--- config.mk ---
export PLATFORM = sky130hd
export DESIGN_NAME = sipc_codec
export DESIGN_NICKNAME = d
export VERILOG_FILES = /design/src/shared/sipc_pkg.sv /design/src/design/sipc_codec.sv /design/src/design/sipc_rx_filter.sv
export VERILOG_INCLUDE_DIRS = /design/src /design/src/shared
export SDC_FILE = /design/constraint.sdc
export NUM_CORES = 1
export LEC_CHECK = 0
export BUFFER_PORTS_ARGS = -buffer_cell sky130_fd_sc_hd__buf_4
export CAP_MARGIN = 0
export CORE_MARGIN = 2
export CORE_UTILIZATION = 38
export DETAILED_ROUTE_END_ITERATION = 16
export PLACE_DENSITY_LB_ADDON = 0.08
export SLEW_MARGIN = 15
export SYNTH_ARGS = -nofsm -noshare
export SYNTH_HDL_FRONTEND = slang
export SYNTH_SLANG_ARGS = --single-unit
--- constraint.sdc ---
create_clock -name clk_sys -period 7.5 [get_ports clk_sys]
set_input_delay 0.375 -clock clk_sys [delete_from_list [all_inputs] [get_ports clk_sys]]
set_output_delay 0.375 -clock clk_sys [all_outputs]
set_load 0.01 [all_outputs]
--- src/shared/sipc_map.svh ---
// Register map, field positions, reset values and timing constants of the infrared codec
`ifndef SIPC_MAP_SVH
`define SIPC_MAP_SVH

`define SIPC_IDX_BAUD_LOW       8'h08
`define SIPC_IDX_BAUD_HIGH      8'h09
`define SIPC_IDX_MODE           8'h0A
`define SIPC_IDX_DEBUG_RUN      8'h0B
`define SIPC_IDX_EVENT_CTRL     8'h0C
`define SIPC_IDX_TX_PULSE       8'h0D
`define SIPC_IDX_RX_FILTER      8'h0E
`define SIPC_IDX_STATUS         8'h0F

`define SIPC_BIT_RUN_HALTED     0
`define SIPC_BIT_EVENT_ENABLE   0
`define SIPC_BIT_IR_MODE        0
`define SIPC_RX_FILTER_WIDTH    7

`define SIPC_RST_BAUD           16'h0000
`define SIPC_RST_BYTE           8'h00

`define SIPC_TX_PULSE_316       8'h00
`define SIPC_TX_PULSE_BYPASS    8'hFF
`define SIPC_OVERSAMPLE         16
`define SIPC_PULSE_SIXTEENTHS   3

`endif

--- src/shared/sipc_pkg.sv ---
// Types shared by the infrared codec design
package sipc_pkg;
    typedef enum logic [1:0] {
        SIPC_TX_IDLE  = 2'b00,
        SIPC_TX_PULSE = 2'b01,
        SIPC_TX_GAP   = 2'b10
    } sipc_tx_state_t;

    typedef logic [1:0] sipc_resp_t;
    localparam sipc_resp_t SIPC_OKAY   = 2'b00;
    localparam sipc_resp_t SIPC_SLVERR = 2'b10;
endpackage

--- src/design/sipc_codec.sv ---
// AXI4-Lite register file, baud generator and infrared pulse codec
//
// Local design decision: register access over AXI4-Lite.
`timescale 1ns/10ps
`include "sipc_map.svh"
// Summary of operation
// - Baud divisor is 16 bits over two byte registers, high byte is MSBs
// - Debug-run clear: block freezes while CPU halted and ignores events
// - Debug-run set: block keeps running while CPU halted
// - Event enable bit selects event channel as infrared receiver source
// - With event input selected the receive pin is ignored
// - Pulse length and filter settings act only in infrared mode
// - Transmit setting zero gives pulses of 3/16 baud period
// - Settings 1 to 254 give pulses of that many system clocks
// - Each transmit pulse starts on a rising baud clock edge
// - Setting 255 bypasses coding; tx passes unchanged, rx passes uninverted but still through the receive filter
// - Receive filter setting zero bypasses the filter
// - Nonzero setting x needs x+1 consecutive equal samples
module sipc_codec
    import sipc_pkg::*;
#(
    parameter int ADDR_WIDTH = 8
) (
    input  wire logic                  clk_sys,
    input  wire logic                  rst,
    input  wire logic [ADDR_WIDTH-1:0] s_axi_awaddr,
    input  wire logic                  s_axi_awvalid,
    output logic                       s_axi_awready,
    input  wire logic [31:0]           s_axi_wdata,
    input  wire logic [3:0]            s_axi_wstrb,
    input  wire logic                  s_axi_wvalid,
    output logic                       s_axi_wready,
    output logic [1:0]                 s_axi_bresp,
    output logic                       s_axi_bvalid,
    input  wire logic                  s_axi_bready,
    input  wire logic [ADDR_WIDTH-1:0] s_axi_araddr,
    input  wire logic                  s_axi_arvalid,
    output logic                       s_axi_arready,
    output logic [31:0]                s_axi_rdata,
    output logic [1:0]                 s_axi_rresp,
    output logic                       s_axi_rvalid,
    input  wire logic                  s_axi_rready,
    input  wire logic                  cpuHalted,
    input  wire logic                  txData,
    output logic                       rxData,
    input  wire logic                  rxPin,
    input  wire logic                  eventIn,
    output logic                       txPin,
    output logic                       baudTick
);
    initial begin
        if (ADDR_WIDTH < 6 || ADDR_WIDTH > 32) begin
            $error("sipc_codec: ADDR_WIDTH out of range");
        end
    end

    // Registers
    logic [15:0] baudDiv_reg;
    logic        runHalted_reg;
    logic        eventEn_reg;
    logic        irMode_reg;
    logic [7:0]  txPulseLen_reg;
    logic [6:0]  rxFilterLen_reg;

    // Pin synchronisers
    logic [1:0] rxSync_reg;
    logic [1:0] evSync_reg;
    logic [1:0] haltSync_reg;

    always_ff @(posedge clk_sys) begin
        if (rst) begin
            rxSync_reg   <= 2'b11;
            evSync_reg   <= 2'b11;
            haltSync_reg <= 2'b00;
        end else begin
            rxSync_reg   <= {rxSync_reg[0], rxPin};
            evSync_reg   <= {evSync_reg[0], eventIn};
            haltSync_reg <= {haltSync_reg[0], cpuHalted};
        end
    end

    logic runEn;
    assign runEn = runHalted_reg | ~haltSync_reg[1];

    // AXI4-Lite write path: address and data taken in either order
    logic                  awHeld_reg;
    logic                  wHeld_reg;
    logic [ADDR_WIDTH-1:0] awAddr_reg;
    logic [31:0]           wData_reg;
    logic [3:0]            wStrb_reg;
    logic                  bValid_reg;
    logic [1:0]            bResp_reg;

    assign s_axi_awready = ~awHeld_reg & ~bValid_reg;
    assign s_axi_wready  = ~wHeld_reg & ~bValid_reg;

    logic                  awTake;
    logic                  wTake;
    logic                  doWrite;
    logic [ADDR_WIDTH-1:0] wrAddr;
    logic [31:0]           wrData;
    logic [3:0]            wrStrb;
    logic [ADDR_WIDTH-3:0] wrIdx;

    assign awTake  = s_axi_awvalid & s_axi_awready;
    assign wTake   = s_axi_wvalid & s_axi_wready;
    assign wrAddr  = awHeld_reg ? awAddr_reg : s_axi_awaddr;
    assign wrData  = wHeld_reg ? wData_reg : s_axi_wdata;
    assign wrStrb  = wHeld_reg ? wStrb_reg : s_axi_wstrb;
    assign doWrite = (awHeld_reg | awTake) & (wHeld_reg | wTake);
    assign wrIdx   = wrAddr[ADDR_WIDTH-1:2];

    always_ff @(posedge clk_sys) begin
        if (rst) begin
            awHeld_reg <= 1'b0;
            wHeld_reg  <= 1'b0;
            awAddr_reg <= '0;
            wData_reg  <= 32'h00000000;
            wStrb_reg  <= 4'h0;
        end else if (doWrite) begin
            awHeld_reg <= 1'b0;
            wHeld_reg  <= 1'b0;
        end else begin
            if (awTake) begin
                awHeld_reg <= 1'b1;
                awAddr_reg <= s_axi_awaddr;
            end
            if (wTake) begin
                wHeld_reg <= 1'b1;
                wData_reg <= s_axi_wdata;
                wStrb_reg <= s_axi_wstrb;
            end
        end
    end

    logic wrHit;
    always_comb begin
        if (wrIdx == `SIPC_IDX_BAUD_LOW) begin
            wrHit = 1'b1;
        end else if (wrIdx == `SIPC_IDX_BAUD_HIGH) begin
            wrHit = 1'b1;
        end else if (wrIdx == `SIPC_IDX_MODE) begin
            wrHit = 1'b1;
        end else if (wrIdx == `SIPC_IDX_DEBUG_RUN) begin
            wrHit = 1'b1;
        end else if (wrIdx == `SIPC_IDX_EVENT_CTRL) begin
            wrHit = 1'b1;
        end else if (wrIdx == `SIPC_IDX_TX_PULSE) begin
            wrHit = 1'b1;
        end else if (wrIdx == `SIPC_IDX_RX_FILTER) begin
            wrHit = 1'b1;
        end else begin
            wrHit = 1'b0;
        end
    end

    always_ff @(posedge clk_sys) begin
        if (rst) begin
            baudDiv_reg     <= `SIPC_RST_BAUD;
            runHalted_reg   <= 1'b0;
            eventEn_reg     <= 1'b0;
            irMode_reg      <= 1'b0;
            txPulseLen_reg  <= `SIPC_RST_BYTE;
            rxFilterLen_reg <= 7'h00;
        end else if (doWrite && wrStrb[0]) begin
            if (wrIdx == `SIPC_IDX_BAUD_LOW) begin
                baudDiv_reg[7:0] <= wrData[7:0];
            end else if (wrIdx == `SIPC_IDX_BAUD_HIGH) begin
                baudDiv_reg[15:8] <= wrData[7:0];
            end else if (wrIdx == `SIPC_IDX_MODE) begin
                irMode_reg <= wrData[`SIPC_BIT_IR_MODE];
            end else if (wrIdx == `SIPC_IDX_DEBUG_RUN) begin
                runHalted_reg <= wrData[`SIPC_BIT_RUN_HALTED];
            end else if (wrIdx == `SIPC_IDX_EVENT_CTRL) begin
                eventEn_reg <= wrData[`SIPC_BIT_EVENT_ENABLE];
            end else if (wrIdx == `SIPC_IDX_TX_PULSE) begin
                txPulseLen_reg <= wrData[7:0];
            end else if (wrIdx == `SIPC_IDX_RX_FILTER) begin
                rxFilterLen_reg <= wrData[6:0];
            end
        end
    end

    always_ff @(posedge clk_sys) begin
        if (rst) begin
            bValid_reg <= 1'b0;
            bResp_reg  <= SIPC_OKAY;
        end else if (doWrite) begin
            bValid_reg <= 1'b1;
            bResp_reg  <= wrHit ? SIPC_OKAY : SIPC_SLVERR;
        end else if (s_axi_bready) begin
            bValid_reg <= 1'b0;
        end
    end

    assign s_axi_bvalid = bValid_reg;
    assign s_axi_bresp  = bResp_reg;

    // Baud generator: one tick per bit every 16 divisor periods, divisor counted in system clocks
    logic [15:0] baudCnt_reg;
    logic        baudTick_reg;
    logic [3:0]  sixteenth_reg;

    always_ff @(posedge clk_sys) begin
        if (rst) begin
            baudCnt_reg   <= 16'h0000;
            baudTick_reg  <= 1'b0;
            sixteenth_reg <= 4'h0;
        end else if (runEn) begin
            baudTick_reg <= 1'b0;
            if (baudCnt_reg >= baudDiv_reg) begin
                baudCnt_reg   <= 16'h0000;
                sixteenth_reg <= sixteenth_reg + 4'h1;
                baudTick_reg  <= (sixteenth_reg == 4'hF);
            end else begin
                baudCnt_reg <= baudCnt_reg + 16'h0001;
            end
        end else begin
            baudTick_reg <= 1'b0;
        end
    end

    assign baudTick = baudTick_reg;

    // Transmit pulse shaping: a low data bit becomes a short high pulse
    sipc_tx_state_t txState_reg;
    logic [15:0]    pulseCnt_reg;
    logic           txOut_reg;
    logic           txBypass;
    logic [15:0]    pulseLen316;
    logic [15:0]    pulseLen;

    assign txBypass    = ~irMode_reg | (txPulseLen_reg == `SIPC_TX_PULSE_BYPASS);
    assign pulseLen316 = 16'(`SIPC_PULSE_SIXTEENTHS) * (baudDiv_reg + 16'h0001);
    assign pulseLen    = (txPulseLen_reg == `SIPC_TX_PULSE_316) ? pulseLen316
                                                                : {8'h00, txPulseLen_reg};

    always_ff @(posedge clk_sys) begin
        if (rst) begin
            txState_reg  <= SIPC_TX_IDLE;
            pulseCnt_reg <= 16'h0000;
            txOut_reg    <= 1'b1;
        end else if (!runEn) begin
            txState_reg <= txState_reg;
        end else if (txBypass) begin
            txState_reg <= SIPC_TX_IDLE;
            txOut_reg   <= txData;
        end else begin
            case (txState_reg)
                SIPC_TX_IDLE: begin
                    txOut_reg <= 1'b0;
                    if (baudTick_reg && !txData) begin
                        txState_reg  <= SIPC_TX_PULSE;
                        txOut_reg    <= 1'b1;
                        pulseCnt_reg <= 16'h0001;
                    end
                end
                SIPC_TX_PULSE: begin
                    if (pulseCnt_reg >= pulseLen) begin
                        txState_reg <= SIPC_TX_GAP;
                        txOut_reg   <= 1'b0;
                    end else begin
                        pulseCnt_reg <= pulseCnt_reg + 16'h0001;
                    end
                end
                SIPC_TX_GAP: begin
                    txOut_reg   <= 1'b0;
                    txState_reg <= SIPC_TX_IDLE;
                end
                default: begin
                    txState_reg <= SIPC_TX_IDLE;
                end
            endcase
        end
    end

    assign txPin = txOut_reg;

    // Receive path: source select, filter, then demodulation
    logic rxSource;
    logic rxFiltered;
    logic [6:0] rxFiltLen;
    logic rxOut_reg;

    assign rxSource  = eventEn_reg ? (runEn & evSync_reg[1]) : rxSync_reg[1];
    assign rxFiltLen = irMode_reg ? rxFilterLen_reg : 7'h00;

    sipc_rx_filter #(
        .LEN_WIDTH(`SIPC_RX_FILTER_WIDTH)
    ) u_rx_filter (
        .clk_sys  (clk_sys),
        .rst      (rst),
        .runEn    (runEn),
        .filterLen(rxFiltLen),
        .rawIn    (rxSource),
        .filtOut  (rxFiltered)
    );

    always_ff @(posedge clk_sys) begin
        if (rst) begin
            rxOut_reg <= 1'b1;
        end else if (runEn) begin
            rxOut_reg <= (txBypass) ? rxFiltered : ~rxFiltered;
        end
    end

    assign rxData = rxOut_reg;

    // AXI4-Lite read path
    logic        rValid_reg;
    logic [31:0] rData_reg;
    logic [1:0]  rResp_reg;
    logic [ADDR_WIDTH-3:0] rdIdx;
    logic [31:0] rdWord;
    logic        rdHit;

    assign s_axi_arready = ~rValid_reg;
    assign rdIdx = s_axi_araddr[ADDR_WIDTH-1:2];

    always_comb begin
        rdHit  = 1'b1;
        if (rdIdx == `SIPC_IDX_BAUD_LOW) begin
            rdWord = {24'h000000, baudDiv_reg[7:0]};
        end else if (rdIdx == `SIPC_IDX_BAUD_HIGH) begin
            rdWord = {24'h000000, baudDiv_reg[15:8]};
        end else if (rdIdx == `SIPC_IDX_MODE) begin
            rdWord = {31'h00000000, irMode_reg};
        end else if (rdIdx == `SIPC_IDX_DEBUG_RUN) begin
            rdWord = {31'h00000000, runHalted_reg};
        end else if (rdIdx == `SIPC_IDX_EVENT_CTRL) begin
            rdWord = {31'h00000000, eventEn_reg};
        end else if (rdIdx == `SIPC_IDX_TX_PULSE) begin
            rdWord = {24'h000000, txPulseLen_reg};
        end else if (rdIdx == `SIPC_IDX_RX_FILTER) begin
            rdWord = {25'h0000000, rxFilterLen_reg};
        end else if (rdIdx == `SIPC_IDX_STATUS) begin
            rdWord = {28'h0000000, txState_reg, rxOut_reg, runEn};
        end else begin
            rdWord = 32'h00000000;
            rdHit  = 1'b0;
        end
    end

    always_ff @(posedge clk_sys) begin
        if (rst) begin
            rValid_reg <= 1'b0;
            rData_reg  <= 32'h00000000;
            rResp_reg  <= SIPC_OKAY;
        end else if (s_axi_arvalid && s_axi_arready) begin
            rValid_reg <= 1'b1;
            rData_reg  <= rdWord;
            rResp_reg  <= rdHit ? SIPC_OKAY : SIPC_SLVERR;
        end else if (s_axi_rready) begin
            rValid_reg <= 1'b0;
        end
    end

    assign s_axi_rvalid = rValid_reg;
    assign s_axi_rdata  = rData_reg;
    assign s_axi_rresp  = rResp_reg;

    // Checks
    property p_halt_freeze;
        @(posedge clk_sys) disable iff (rst)
        (!runEn && !$past(rst)) |=> $stable(baudCnt_reg);
    endproperty
    a_halt_freeze: assert property (p_halt_freeze) else $error("ran while halted");

    property p_run_halted;
        @(posedge clk_sys) disable iff (rst)
        (runHalted_reg) |-> runEn;
    endproperty
    a_run_halted: assert property (p_run_halted) else $error("stopped with debug run");

    property p_event_src;
        @(posedge clk_sys) disable iff (rst)
        (eventEn_reg && runEn) |-> (rxSource == evSync_reg[1]);
    endproperty
    a_event_src: assert property (p_event_src) else $error("event not selected");

    property p_pin_ignored;
        @(posedge clk_sys) disable iff (rst)
        (eventEn_reg && !runEn) |-> (rxSource == 1'b0);
    endproperty
    a_pin_ignored: assert property (p_pin_ignored) else $error("rx pin used");

    property p_non_ir;
        @(posedge clk_sys) disable iff (rst)
        (!irMode_reg && runEn) |=> (txPin == $past(txData));
    endproperty
    a_non_ir: assert property (p_non_ir) else $error("coding outside ir mode");

    property p_pulse_start;
        @(posedge clk_sys) disable iff (rst)
        ($rose(txPin) && !txBypass && $past(!txBypass)) |-> $past(baudTick_reg);
    endproperty
    a_pulse_start: assert property (p_pulse_start) else $error("pulse not on baud");

    property p_fixed_len;
        @(posedge clk_sys) disable iff (rst)
        (txState_reg == SIPC_TX_PULSE && pulseCnt_reg >= pulseLen && runEn && !txBypass)
            |=> (!txPin && txState_reg == SIPC_TX_GAP);
    endproperty
    a_fixed_len: assert property (p_fixed_len) else $error("pulse length wrong");

    property p_len_316;
        @(posedge clk_sys) disable iff (rst)
        (txPulseLen_reg == 8'h00) |-> (pulseLen == 16'(3) * (baudDiv_reg + 16'h0001));
    endproperty
    a_len_316: assert property (p_len_316) else $error("3/16 length wrong");

    property p_bypass;
        @(posedge clk_sys) disable iff (rst)
        (txPulseLen_reg == 8'hFF && runEn) |=> (txPin == $past(txData));
    endproperty
    a_bypass: assert property (p_bypass) else $error("bypass altered tx");

    property p_rx_nofilter;
        @(posedge clk_sys) disable iff (rst)
        (rxFiltLen == 7'h00 && runEn) |=> (rxFiltered == $past(rxSource));
    endproperty
    a_rx_nofilter: assert property (p_rx_nofilter) else $error("filter not bypassed");
endmodule

--- src/design/sipc_rx_filter.sv ---
// Receive pulse filter: accepts a level after x+1 consecutive equal samples
`timescale 1ns/10ps
`include "sipc_map.svh"
module sipc_rx_filter
    import sipc_pkg::*;
#(
    parameter int LEN_WIDTH = `SIPC_RX_FILTER_WIDTH
) (
    input  wire logic                 clk_sys,
    input  wire logic                 rst,
    input  wire logic                 runEn,
    input  wire logic [LEN_WIDTH-1:0] filterLen,
    input  wire logic                 rawIn,
    output logic                      filtOut
);
    initial begin
        if (LEN_WIDTH < 1 || LEN_WIDTH > 16) begin
            $error("sipc_rx_filter: LEN_WIDTH out of range");
        end
    end

    logic                 prev_reg;
    logic [LEN_WIDTH-1:0] count_reg;
    logic                 out_reg;

    always_ff @(posedge clk_sys) begin
        if (rst) begin
            prev_reg  <= 1'b1;
            count_reg <= '0;
        end else if (runEn) begin
            prev_reg <= rawIn;
            if (rawIn != prev_reg) begin
                count_reg <= '0;
            end else if (count_reg != filterLen) begin
                count_reg <= count_reg + 1'b1;
            end
        end
    end

    always_ff @(posedge clk_sys) begin
        if (rst) begin
            out_reg <= 1'b1;
        end else if (runEn) begin
            if (filterLen == '0) begin
                out_reg <= rawIn;
            end else if (rawIn == prev_reg && count_reg + 1'b1 == filterLen) begin
                out_reg <= rawIn;
            end
        end
    end

    assign filtOut = out_reg;

    property p_filter_run;
        @(posedge clk_sys) disable iff (rst)
        (runEn && filterLen != '0 && $changed(out_reg)) |->
            (count_reg == '0 || $past(count_reg) + 1'b1 == filterLen);
    endproperty
    a_filter_run: assert property (p_filter_run) else $error("filter accepted early");
endmodule

# Word level (Yosys, flattened, before mapping)
# Cells that the tools add are included.
[totals] output_inout_bits=44 in_bits=63 elab_cells=175 register_bits=147
[classes] n_eq_ne=27 muxes=52 addsub=5 n_reduce_logical=31 n_mul=1 n_lt_le_gt_ge=2 bitwise=27
[op_table] cell="== test 6 x 4 -> 1 bit (second input constant)" n=15
[op_table] cell="two-way mux 16 bit" n=4
[op_table] cell="two-way mux 8 bit" n=8
[op_table] cell="adder 16 x 1 -> 16 bit (second input constant)" n=3
[op_table] cell="greater-or-equal comparator 16 bit" n=2
[op_table] cell="case mux 16 bit (2 select lines)" n=1
[op_table] cell="two-way mux 7 bit" n=4
[op_table] cell="two-way mux 1 bit" n=27
[op_table] cell="NOT 1 bit" n=17
[op_table] cell="multiplier 2 x 16 -> 16 bit (first input constant)" n=1
[op_table] cell="AND reduction 2 bit" n=6
[op_table] cell="two-way mux 2 bit" n=5
[op_table] cell="AND reduction 5 bit" n=2
[op_table] cell="nonzero test 2 bit" n=5
[op_table] cell="AND reduction 3 bit" n=3
[op_table] cell="== test 8 bit (second input constant)" n=1
[op_table] cell="zero test 8 bit" n=1
[op_table] cell="AND reduction 8 bit" n=1
[op_table] cell="adder 7 x 1 -> 7 bit (second input constant)" n=1
[op_table] cell="== test 7 bit" n=1
[op_table] cell="zero test 7 bit" n=1
[op_table] cell="!= test 7 bit" n=1
[op_table] cell="AND reduction 7 bit" n=1
[op_table] cell="AND 1 bit" n=6
[op_table] cell="20 further kinds" n=28

# Depth between registers and ports, before layout
# Gate-level depths: netlist of the first run.
[logic_depth] word_depth=10 ltp_mapped=24 depth_no_buf=21

# Cells and area by module
# Synthesis of the first run repeated with hierarchy kept, for this count alone.
[hier_totals] cells_unflattened=997 hier_area_um2=8181.6
[by_module_without_submodules] module="sipc_codec" seq_area_each_um2=2202.1 area_each_um2=7482.2 instances=1 cells_each=911
[by_module_without_submodules] module="sipc_rx_filter" seq_area_each_um2=180.2 area_each_um2=699.4 instances=1 cells_each=86

# Worst setup path before layout of the first run
# Ideal clock, no wire load.
[synth_timing] path_type="register to register" start="register baudDiv_reg[0]" end="register pulseCnt_reg[0]" t_required_ns=7.385 path_slack_ns=3.028 setup_time_ns=0.115 synth_period_minus_slack_ns=4.472 path_stages_with_launch=24 n_path_buf=3 t_arrival_ns=4.358 cell_sequence="dfxtp_1 -> ha_1 -> buf_4 -> and3_1 -> xnor2_1 -> ha_1 -> nand2_1 -> o21ai_0 -> o211ai_1 -> a41oi_2 -> o21ai_0 -> o31ai_1 -> xor2_1 -> nand2_1 -> ha_1 -> nand4_1 -> nor2_1 -> nand3_1 -> a2bb2oi_1 -> a21oi_1 -> buf_2 -> clkbuf_1 -> nor2_1 -> o21a_1"
[synth_between] elab_chain_len=6
[synth_rtl] item="start, declared" line="sipc_codec.sv:58" text="logic [15:0] baudDiv_reg;"
[synth_rtl] item="start signal, assigned" line="sipc_codec.sv:159" text="baudDiv_reg <= `SIPC_RST_BAUD;"
[synth_rtl] item="start signal, assigned" line="sipc_codec.sv:167" text="baudDiv_reg[7:0] <= wrData[7:0];"
[synth_rtl] item="adder 16 x 1 -> 16 bit" line="sipc_codec.sv:234" text="assign pulseLen316 = 16'(`SIPC_PULSE_SIXTEENTHS) * (baudDiv_reg + 16'h0001);"
[synth_rtl] item="multiplier 2 x 16 -> 16 bit" line="sipc_codec.sv:234"
[synth_rtl] item="two-way mux 16 bit" line="sipc_codec.sv:235" text="assign pulseLen = (txPulseLen_reg == `SIPC_TX_PULSE_316) ? pulseLen316"
[synth_rtl] item="greater-or-equal comparator 16 bit" line="sipc_codec.sv:259" text="if (pulseCnt_reg >= pulseLen) begin"
[synth_rtl] item="!= test 2 bit (no line)"
[synth_rtl] item="AND reduction 5 bit (no line)"
[synth_rtl] item="end signal, assigned" line="sipc_codec.sv:263" text="pulseCnt_reg <= pulseCnt_reg + 16'h0001;"
[synth_rtl] item="end, declared" line="sipc_codec.sv:227" text="logic [15:0] pulseCnt_reg;"
# No other way between the ends.
# A chain may end at the register's enable or synchronous reset.

# Worst setup path after layout of the first run
[layout_timing] start="register baudDiv_reg[0]" end="register pulseCnt_reg[13]"
# Same word-level chain as after synthesis.

==> run summary, run 1 <==
TNS Setup -> 0 ns
# clock sinks -> 119
Pin count of the biggest net entering global routing -> 82
I/O Buffers -> 49
Row cnt -> 53
Worst-Skew Late Latency -> 0.42 ns
Routability cong. -> 0.793
Pins Over Slew Limit -> 0
Share of layout cells above drive strength 1 -> 0.123
Final Hold Vio Count -> 0
Starting Density -> 0.386
Chip height -> 150 um
Hold WC Path Type -> input pin to register
Sequential cell area fraction in the yosys report -> 0.296
Syn-to-layout area delta -> 13.2%
Number of fill cells -> 2162
# resized after CTS -> 0
DRT antenna net count -> 0
Max clock buf depth -> 2
Period utilization -> 0.772
Die ar. -> 22400 um2
Initial antenna violation count -> 1
Max-cap violations -> 0
Critical Path RT -> 7.85 ns
Clock transition at the registers of the reported paths -> 0.07 ns
Async S/R FF share, synth -> 0
Slew @ Worst Pin -> 0.907 ns
Vias in the first global route -> 6219
GRT Util Overall -> 0.196
Die W -> 150 um
DP HPWL -> 15900 um
Post-route setup slack -> 1.71 ns
# Post-CTS Setup Buffers -> 0
Synthesized cell area -> 8060 um2
Initial DRC Count -> 386
Setup crit end kind -> register
Commonest non-fill, non-tap cell in the layout -> nor2_1
R2R cell count -> 22
Critical path arrival -> 6.14 ns
Commonest non-fill, non-tap cells in the layout -> 125 x nor2_1, 119 x dfxtp_1, 63 x nand2_1
Via count -> 6801
Mapped Cells -> 979
Core Util, Final -> 0.437
GRT overflow -> 0
Clock tree root driver cell -> clkbuf_16
DR DRC count -> 0
Final WL -> 21300 um
Final setup viols -> 0
Multi-input gate area -> 5220 um2
Synth warn -> 0
IO Pins -> 107
Worst Path Class, Setup -> register to register
TritonCTS clock tree -> built
Critical path fanouts, max -> 13
Hold-critical path depth -> 2
Fmax -> 173 MHz
Min Tclk post-route -> 5.79 ns
Core box area -> 20900 um2
Synth unique cells -> 83
RSZ-0062 raised after global routing -> false
Clock Skew -> 0.0133 ns
Num CTS Buffers -> 17
#FFs+latches synth -> 119
PwrDens -> 186 nW/um2
Hold Buf Count CTS -> 0
Post-synth EDFFs -> 0
Sequential Area -> 2380 um2
Setup WS pre-CTS -> 1.75 ns
First-pass GRT wire length -> 34200 um
Avg Cell Area, Syn -> 8.23 um2
Critical Path Start Type -> register
Slew margin rel. -> 0.395
Pleak -> 3.82 nW
Htree depth -> 4
Ys flop type -> dfxtp_1
Nets -> 1121
Vias per cell -> 5.26
WL per Instance -> 16.5 um
Peak supply drop -> 0.139 mV
Outcome -> complete, no violations
Total iterations of the first detailed-routing run -> 5
==> cells by family after synthesis <==
kind of cell / Yosys count / share of synthesized area
compound gates: 211 / 0.178
xor+xnor: 56 / 0.0618
fa+ha+maj: 55 / 0.0854
buf+inv: 111 / 0.0685
flops: 119 / 0.296
mux: 60 / 0.0812
other cells: 1 / 0.000465
simple gates: 366 / 0.229
==> routing by layer <==
layer / GRT usage / vias up / share of wire
li1: - / 3518 / -
met1: 0.274 / 3184 / 0.50
met2: 0.314 / 90 / 0.47
met3: 0.0360 / 9 / 0.028
met4: 0.0419 / 0 / 0.0061
met5: 0 / - / 0
==> stage by stage <==
step,instances,hold slack [ns],area (um2),total power [W]
floorplan,1004,0.389,8150,0.000784
global placement,1259,0.393,8490,0.000826
detailed placement,1259,0.393,8490,0.000827
CTS,1291,0.117,9120,0.00171
global route,1291,0.116,9120,0.00176
finish,1292,0.135,9120,0.00169
==> cell usage after synthesis (14+ instances only) <==
cell | number | area [um2]
ha_1 | 55 | 688
nand2_1 | 63 | 236
a211oi_1 | 19 | 143
xor2_1 | 18 | 158
o21ai_0 | 37 | 185
a21oi_1 | 51 | 255
mux2i_1 | 44 | 440
dfxtp_1 | 119 | 2380
nor2_1 | 125 | 469
nand3_1 | 32 | 160
nand4_1 | 18 | 113
buf_4 | 34 | 255
xnor2_1 | 37 | 324
nand2b_1 | 14 | 87.6
a21o_1 | 19 | 143
nand3b_1 | 14 | 105
clkbuf_1 | 33 | 124
inv_1 | 34 | 128
nor3_1 | 27 | 135
==> path summary, 6_finish.rpt <==
kind	from	end	slack, ns
worst max-delay path	baudDiv_reg[0]	pulseCnt_reg[13]	1.71
worst min-delay path	eventIn	evSync_reg[0]	0.14
worst max register to register	baudDiv_reg[0]	pulseCnt_reg[13]	1.71
worst min register to register	rxSync_reg[0]	rxSync_reg[1]	0.41
==> report_power, final <==
group          internal (W)  switching (W)
Clock              0.000543       0.000340
Sequential         0.000648      0.0000187
Combinational     0.0000601      0.0000851
==> area by class of cell <==
cell class,instances,share of cell area
Clock buffer,18,0.0482
Timing Repair Buffer,55,0.0453
Inverter,36,0.0148
Clock inverter,14,0.0204
Multi-Input combinational cell,774,0.572
Antenna cell,1,0.000274
Tap cell,275,0.0377
Sequential cell,119,0.261
==> worst max-delay path: stages (launching register included) <==
cell and delay, ns:
dfxtp_1 0.69, ha_1 0.49, nand4_4 0.18, nor4_1 0.33
xnor2_1 0.33, inv_1 0.13, ha_1 0.37, a21o_1 0.20
a21oi_1 0.13, nor2b_1 0.06, a311oi_1 0.25, o31ai_1 0.12
xor2_1 0.20, nand2_1 0.11, ha_1 0.30, nand4_1 0.10
nor2_1 0.06, nand3_1 0.08, a2bb2oi_1 0.37, a21oi_1 0.33
buf_4 0.28, nor4_1 0.38, mux2i_1 0.21
Note: power is estimated with default switching activity, not from simulation.
==> run 2: changes to the inputs <==
Settings changed: ABC_AREA set to 1.
Clock period 7.5 ns to 5.4 ns, I/O delays scaled along.
==> run summary, run 2 <==
Clock transition at the registers of the reported paths -> 0.06 ns (about the same)
ANT cells -> 0 (-1)
Core Util, Final -> 0.437 (about the same)
# clock sinks -> 119 (unchanged)
Clock tree root driver cell -> clkbuf_16
Critical path's slowest cell -> dfxtp_1
Share of layout cells above drive strength 1 -> 0.122 (-0.00148)
First-pass GRT wire length -> 35900 um (+4.9%)
DR DRC count -> 0 (unchanged)
Logic gate share of total power -> 0.158 (+0.072)
PwrDens -> 278 nW/um2 (+49%)
CP peak stage delay -> 0.45 ns (-0.24 ns)
Post-route setup slack -> 0.674 ns (-1.04 ns)
Critical path arrival -> 5.05 ns (-1.09 ns)
Max-cap violations -> 0 (unchanged)
Initial DRC Count -> 378 (-2.1%)
Reg power frac -> 0.387 (-0.006)
Mapped Cells -> 1178 (+20%)
GRT overflow -> 0 (unchanged)
Internal power -> 0.00177 W (+41%)
Routability cong. -> 0.873 (+10%)
Top post-synthesis cells by area -> dfxtp_1 30%, nand2_1 9.8%, ha_1 8.6%, a21oi_1 7.2%, inv_1 6.5%
Hold Buf Count CTS -> 0 (unchanged)
Critical Path RT -> 5.73 ns (-2.12 ns)
Commonest non-fill, non-tap cells in the layout -> 209 x nand2_1, 140 x inv_1, 119 x dfxtp_1
# resized after CTS -> 0 (unchanged)
Final Hold Vio Count -> 0 (unchanged)
Synth warn -> 0 (unchanged)
Async S/R FF share, synth -> 0 (unchanged)
Period utilization -> 0.875 (+0.103)
Worst Path Class, Setup -> register to register
Slew margin rel. -> 0.366 (-0.0290)
Final WL -> 22100 um (+3.9%)
Sw Share -> 0.302 (+0.0404)
RSZ-0062 raised after global routing -> false
Vias in the first global route -> 6893 (+11%)
# Post-CTS Setup Buffers -> 0 (unchanged)
Htree depth -> 4 (unchanged)
Initial antenna violation count -> 0 (-1)
Nets -> 1339 (+19%)
Clock Skew -> 0.00911 ns (-0.00422 ns)
Psw -> 0.000766 W (+73%)
Hold WC Path Type -> input pin to register
Slew @ Worst Pin -> 0.947 ns (+0.0400 ns)
Commonest non-fill, non-tap cell in the layout -> nand2_1
Die W -> 149 um (-0.12%)
Setup crit end kind -> register
GRT Util Overall -> 0.207 (+0.0112)
Die ar. -> 22300 um2 (-0.24%)
CP dominant cell by count -> nand2_1
#FFs+latches synth -> 119 (unchanged)
Worst-Skew Late Latency -> 0.43 ns (about the same)
Synthesized cell area -> 8040 um2 (-0.25%)
Commonest cells in the netlist -> 209 x nand2_1, 140 x inv_1, 119 x dfxtp_1
Chip height -> 149 um (-0.12%)
Outcome -> complete, no violations
Row cnt -> 53 (unchanged)
Num CTS Buffers -> 17 (unchanged)
Final setup viols -> 0 (unchanged)
Critical path fanouts, max -> 17 (+4)
Syn-to-layout area delta -> 13.6%
Sequential Area -> 2380 um2 (unchanged)
Fmax -> 212 MHz (+23%)
Worst Hold Margin -> 0.0239 ns (-0.111 ns)
Clock power share -> 0.455 (-0.066)
Starting Density -> 0.385 (-0.000958)
Total iterations of the first detailed-routing run -> 5 (unchanged)
DP HPWL -> 17200 um (+8.7%)
Max clock buf depth -> 2 (unchanged)
Avg Cell Area, Syn -> 6.82 um2 (-17%)
Area fraction of the dominant cell type after synthesis -> 0.296 (+0.000736)
TNS Setup -> 0 ns (unchanged)
Ys flop type -> dfxtp_1
Number of fill cells -> 2284 (+5.6%)
Sequential cell area fraction in the yosys report -> 0.296 (+0.000736)
I/O Buffers -> 49 (unchanged)
Setup WS pre-CTS -> 0.613 ns (-1.13 ns)
Pin count of the biggest net entering global routing -> 39 (-52%)
Vias per cell -> 4.96 (-5.8%)
Most common cell in the netlist -> nand2_1
Synth unique cells -> 52 (-37%)
WL per Instance -> 14.7 um (-11%)
TritonCTS clock tree -> built
Via count -> 7484 (+10%)
DRT antenna net count -> 0 (unchanged)
Pins Over Slew Limit -> 0 (unchanged)
Min Tclk post-route -> 4.73 ns (-1.06 ns)
Non-filler cells, final -> 1509 (+17%)
DP Cell Count -> 1477 (+17%)
Critical Path Start Type -> register
Post-synth EDFFs -> 0 (unchanged)
IO Pins -> 107 (unchanged)
Peak supply drop -> 0.219 mV (+57%)
Yosys top cell by area -> dfxtp_1
Pleak -> 3.97 nW (+4.1%)
Multi-input gate area -> 4850 um2 (-7.1%)
Core box area -> 20900 um2 (unchanged)
run 2: kinds of logic (layout without fill, tap and decap cells):
logic type | Yosys count | after routing | share of synthesized area
and+or+nand+nor | 511 | 511 | 0.295
AOI/OAI and AO/OA | 245 | 245 | 0.163
buffers and inverters | 205 | 236 | 0.112
DFF | 119 | 119 | 0.296
adders and majority gates | 55 | 55 | 0.0856
xor gates and xnor gates | 42 | 42 | 0.0476
other | 1 | 26 | 0.000467
run 2: area by class of cell:
class | count | share of cell area
Timing Repair Buffer | 53 | 0.0436
Tap cell | 275 | 0.0377
Inverter | 151 | 0.0622
Multi-Input combinational cell | 879 | 0.531
Clock inverter | 13 | 0.0159
Clock buffer | 19 | 0.0485
Sequential cell | 119 | 0.261
run 2: per-stage QoR:
step | instance area [um2] | total power (W)
finish | 9130 | 0.00253
global route | 9130 | 0.00266
CTS | 9130 | 0.00256
detailed placement | 8540 | 0.00140
global placement | 8540 | 0.00140
floorplan | 8130 | 0.00130
run 2: worst max-delay path: cells and delay by family, from the launching register on:
family / cells / cell delay, ns
AOI/OAI and AO/OA: 1 / 0.30
xor gates and xnor gates: 1 / 0.35
adders and majority gates: 2 / 0.62
buffers and inverters: 2 / 0.25
DFF: 1 / 0.45
and+or+nand+nor: 22 / 2.64
run 2: worst paths after layout:
check             startpoint               to  slack (ns)  depth (start not counted)
max           baudDiv_reg[2]  pulseCnt_reg[6]        0.67                         28
min                  eventIn    evSync_reg[0]        0.02                          2
max reg2reg   baudDiv_reg[2]  pulseCnt_reg[6]        0.67                         28
min reg2reg  haltSync_reg[0]  haltSync_reg[1]        0.41                          2
run 2: power groups by stage:
stage	clock, W	combinational, W	sequential, W
floorplan	0	0.000310	0.000986
global placement	0	0.000398	0.00100
detailed placement	0	0.000400	0.00100
CTS	0.00117	0.000403	0.000982
global route	0.00121	0.000459	0.000992
finish	0.00115	0.000400	0.000982
run 2: per-layer routing:
| metal | up-vias | global-route usage | part of all wire |
|---|---|---|---|
| li1 | 3949 | - | - |
| met1 | 3413 | 0.282 | 0.49 |
| met2 | 107 | 0.339 | 0.46 |
| met3 | 15 | 0.0390 | 0.035 |
| met4 | 0 | 0.0471 | 0.0082 |
| met5 | - | 0 | 0 |
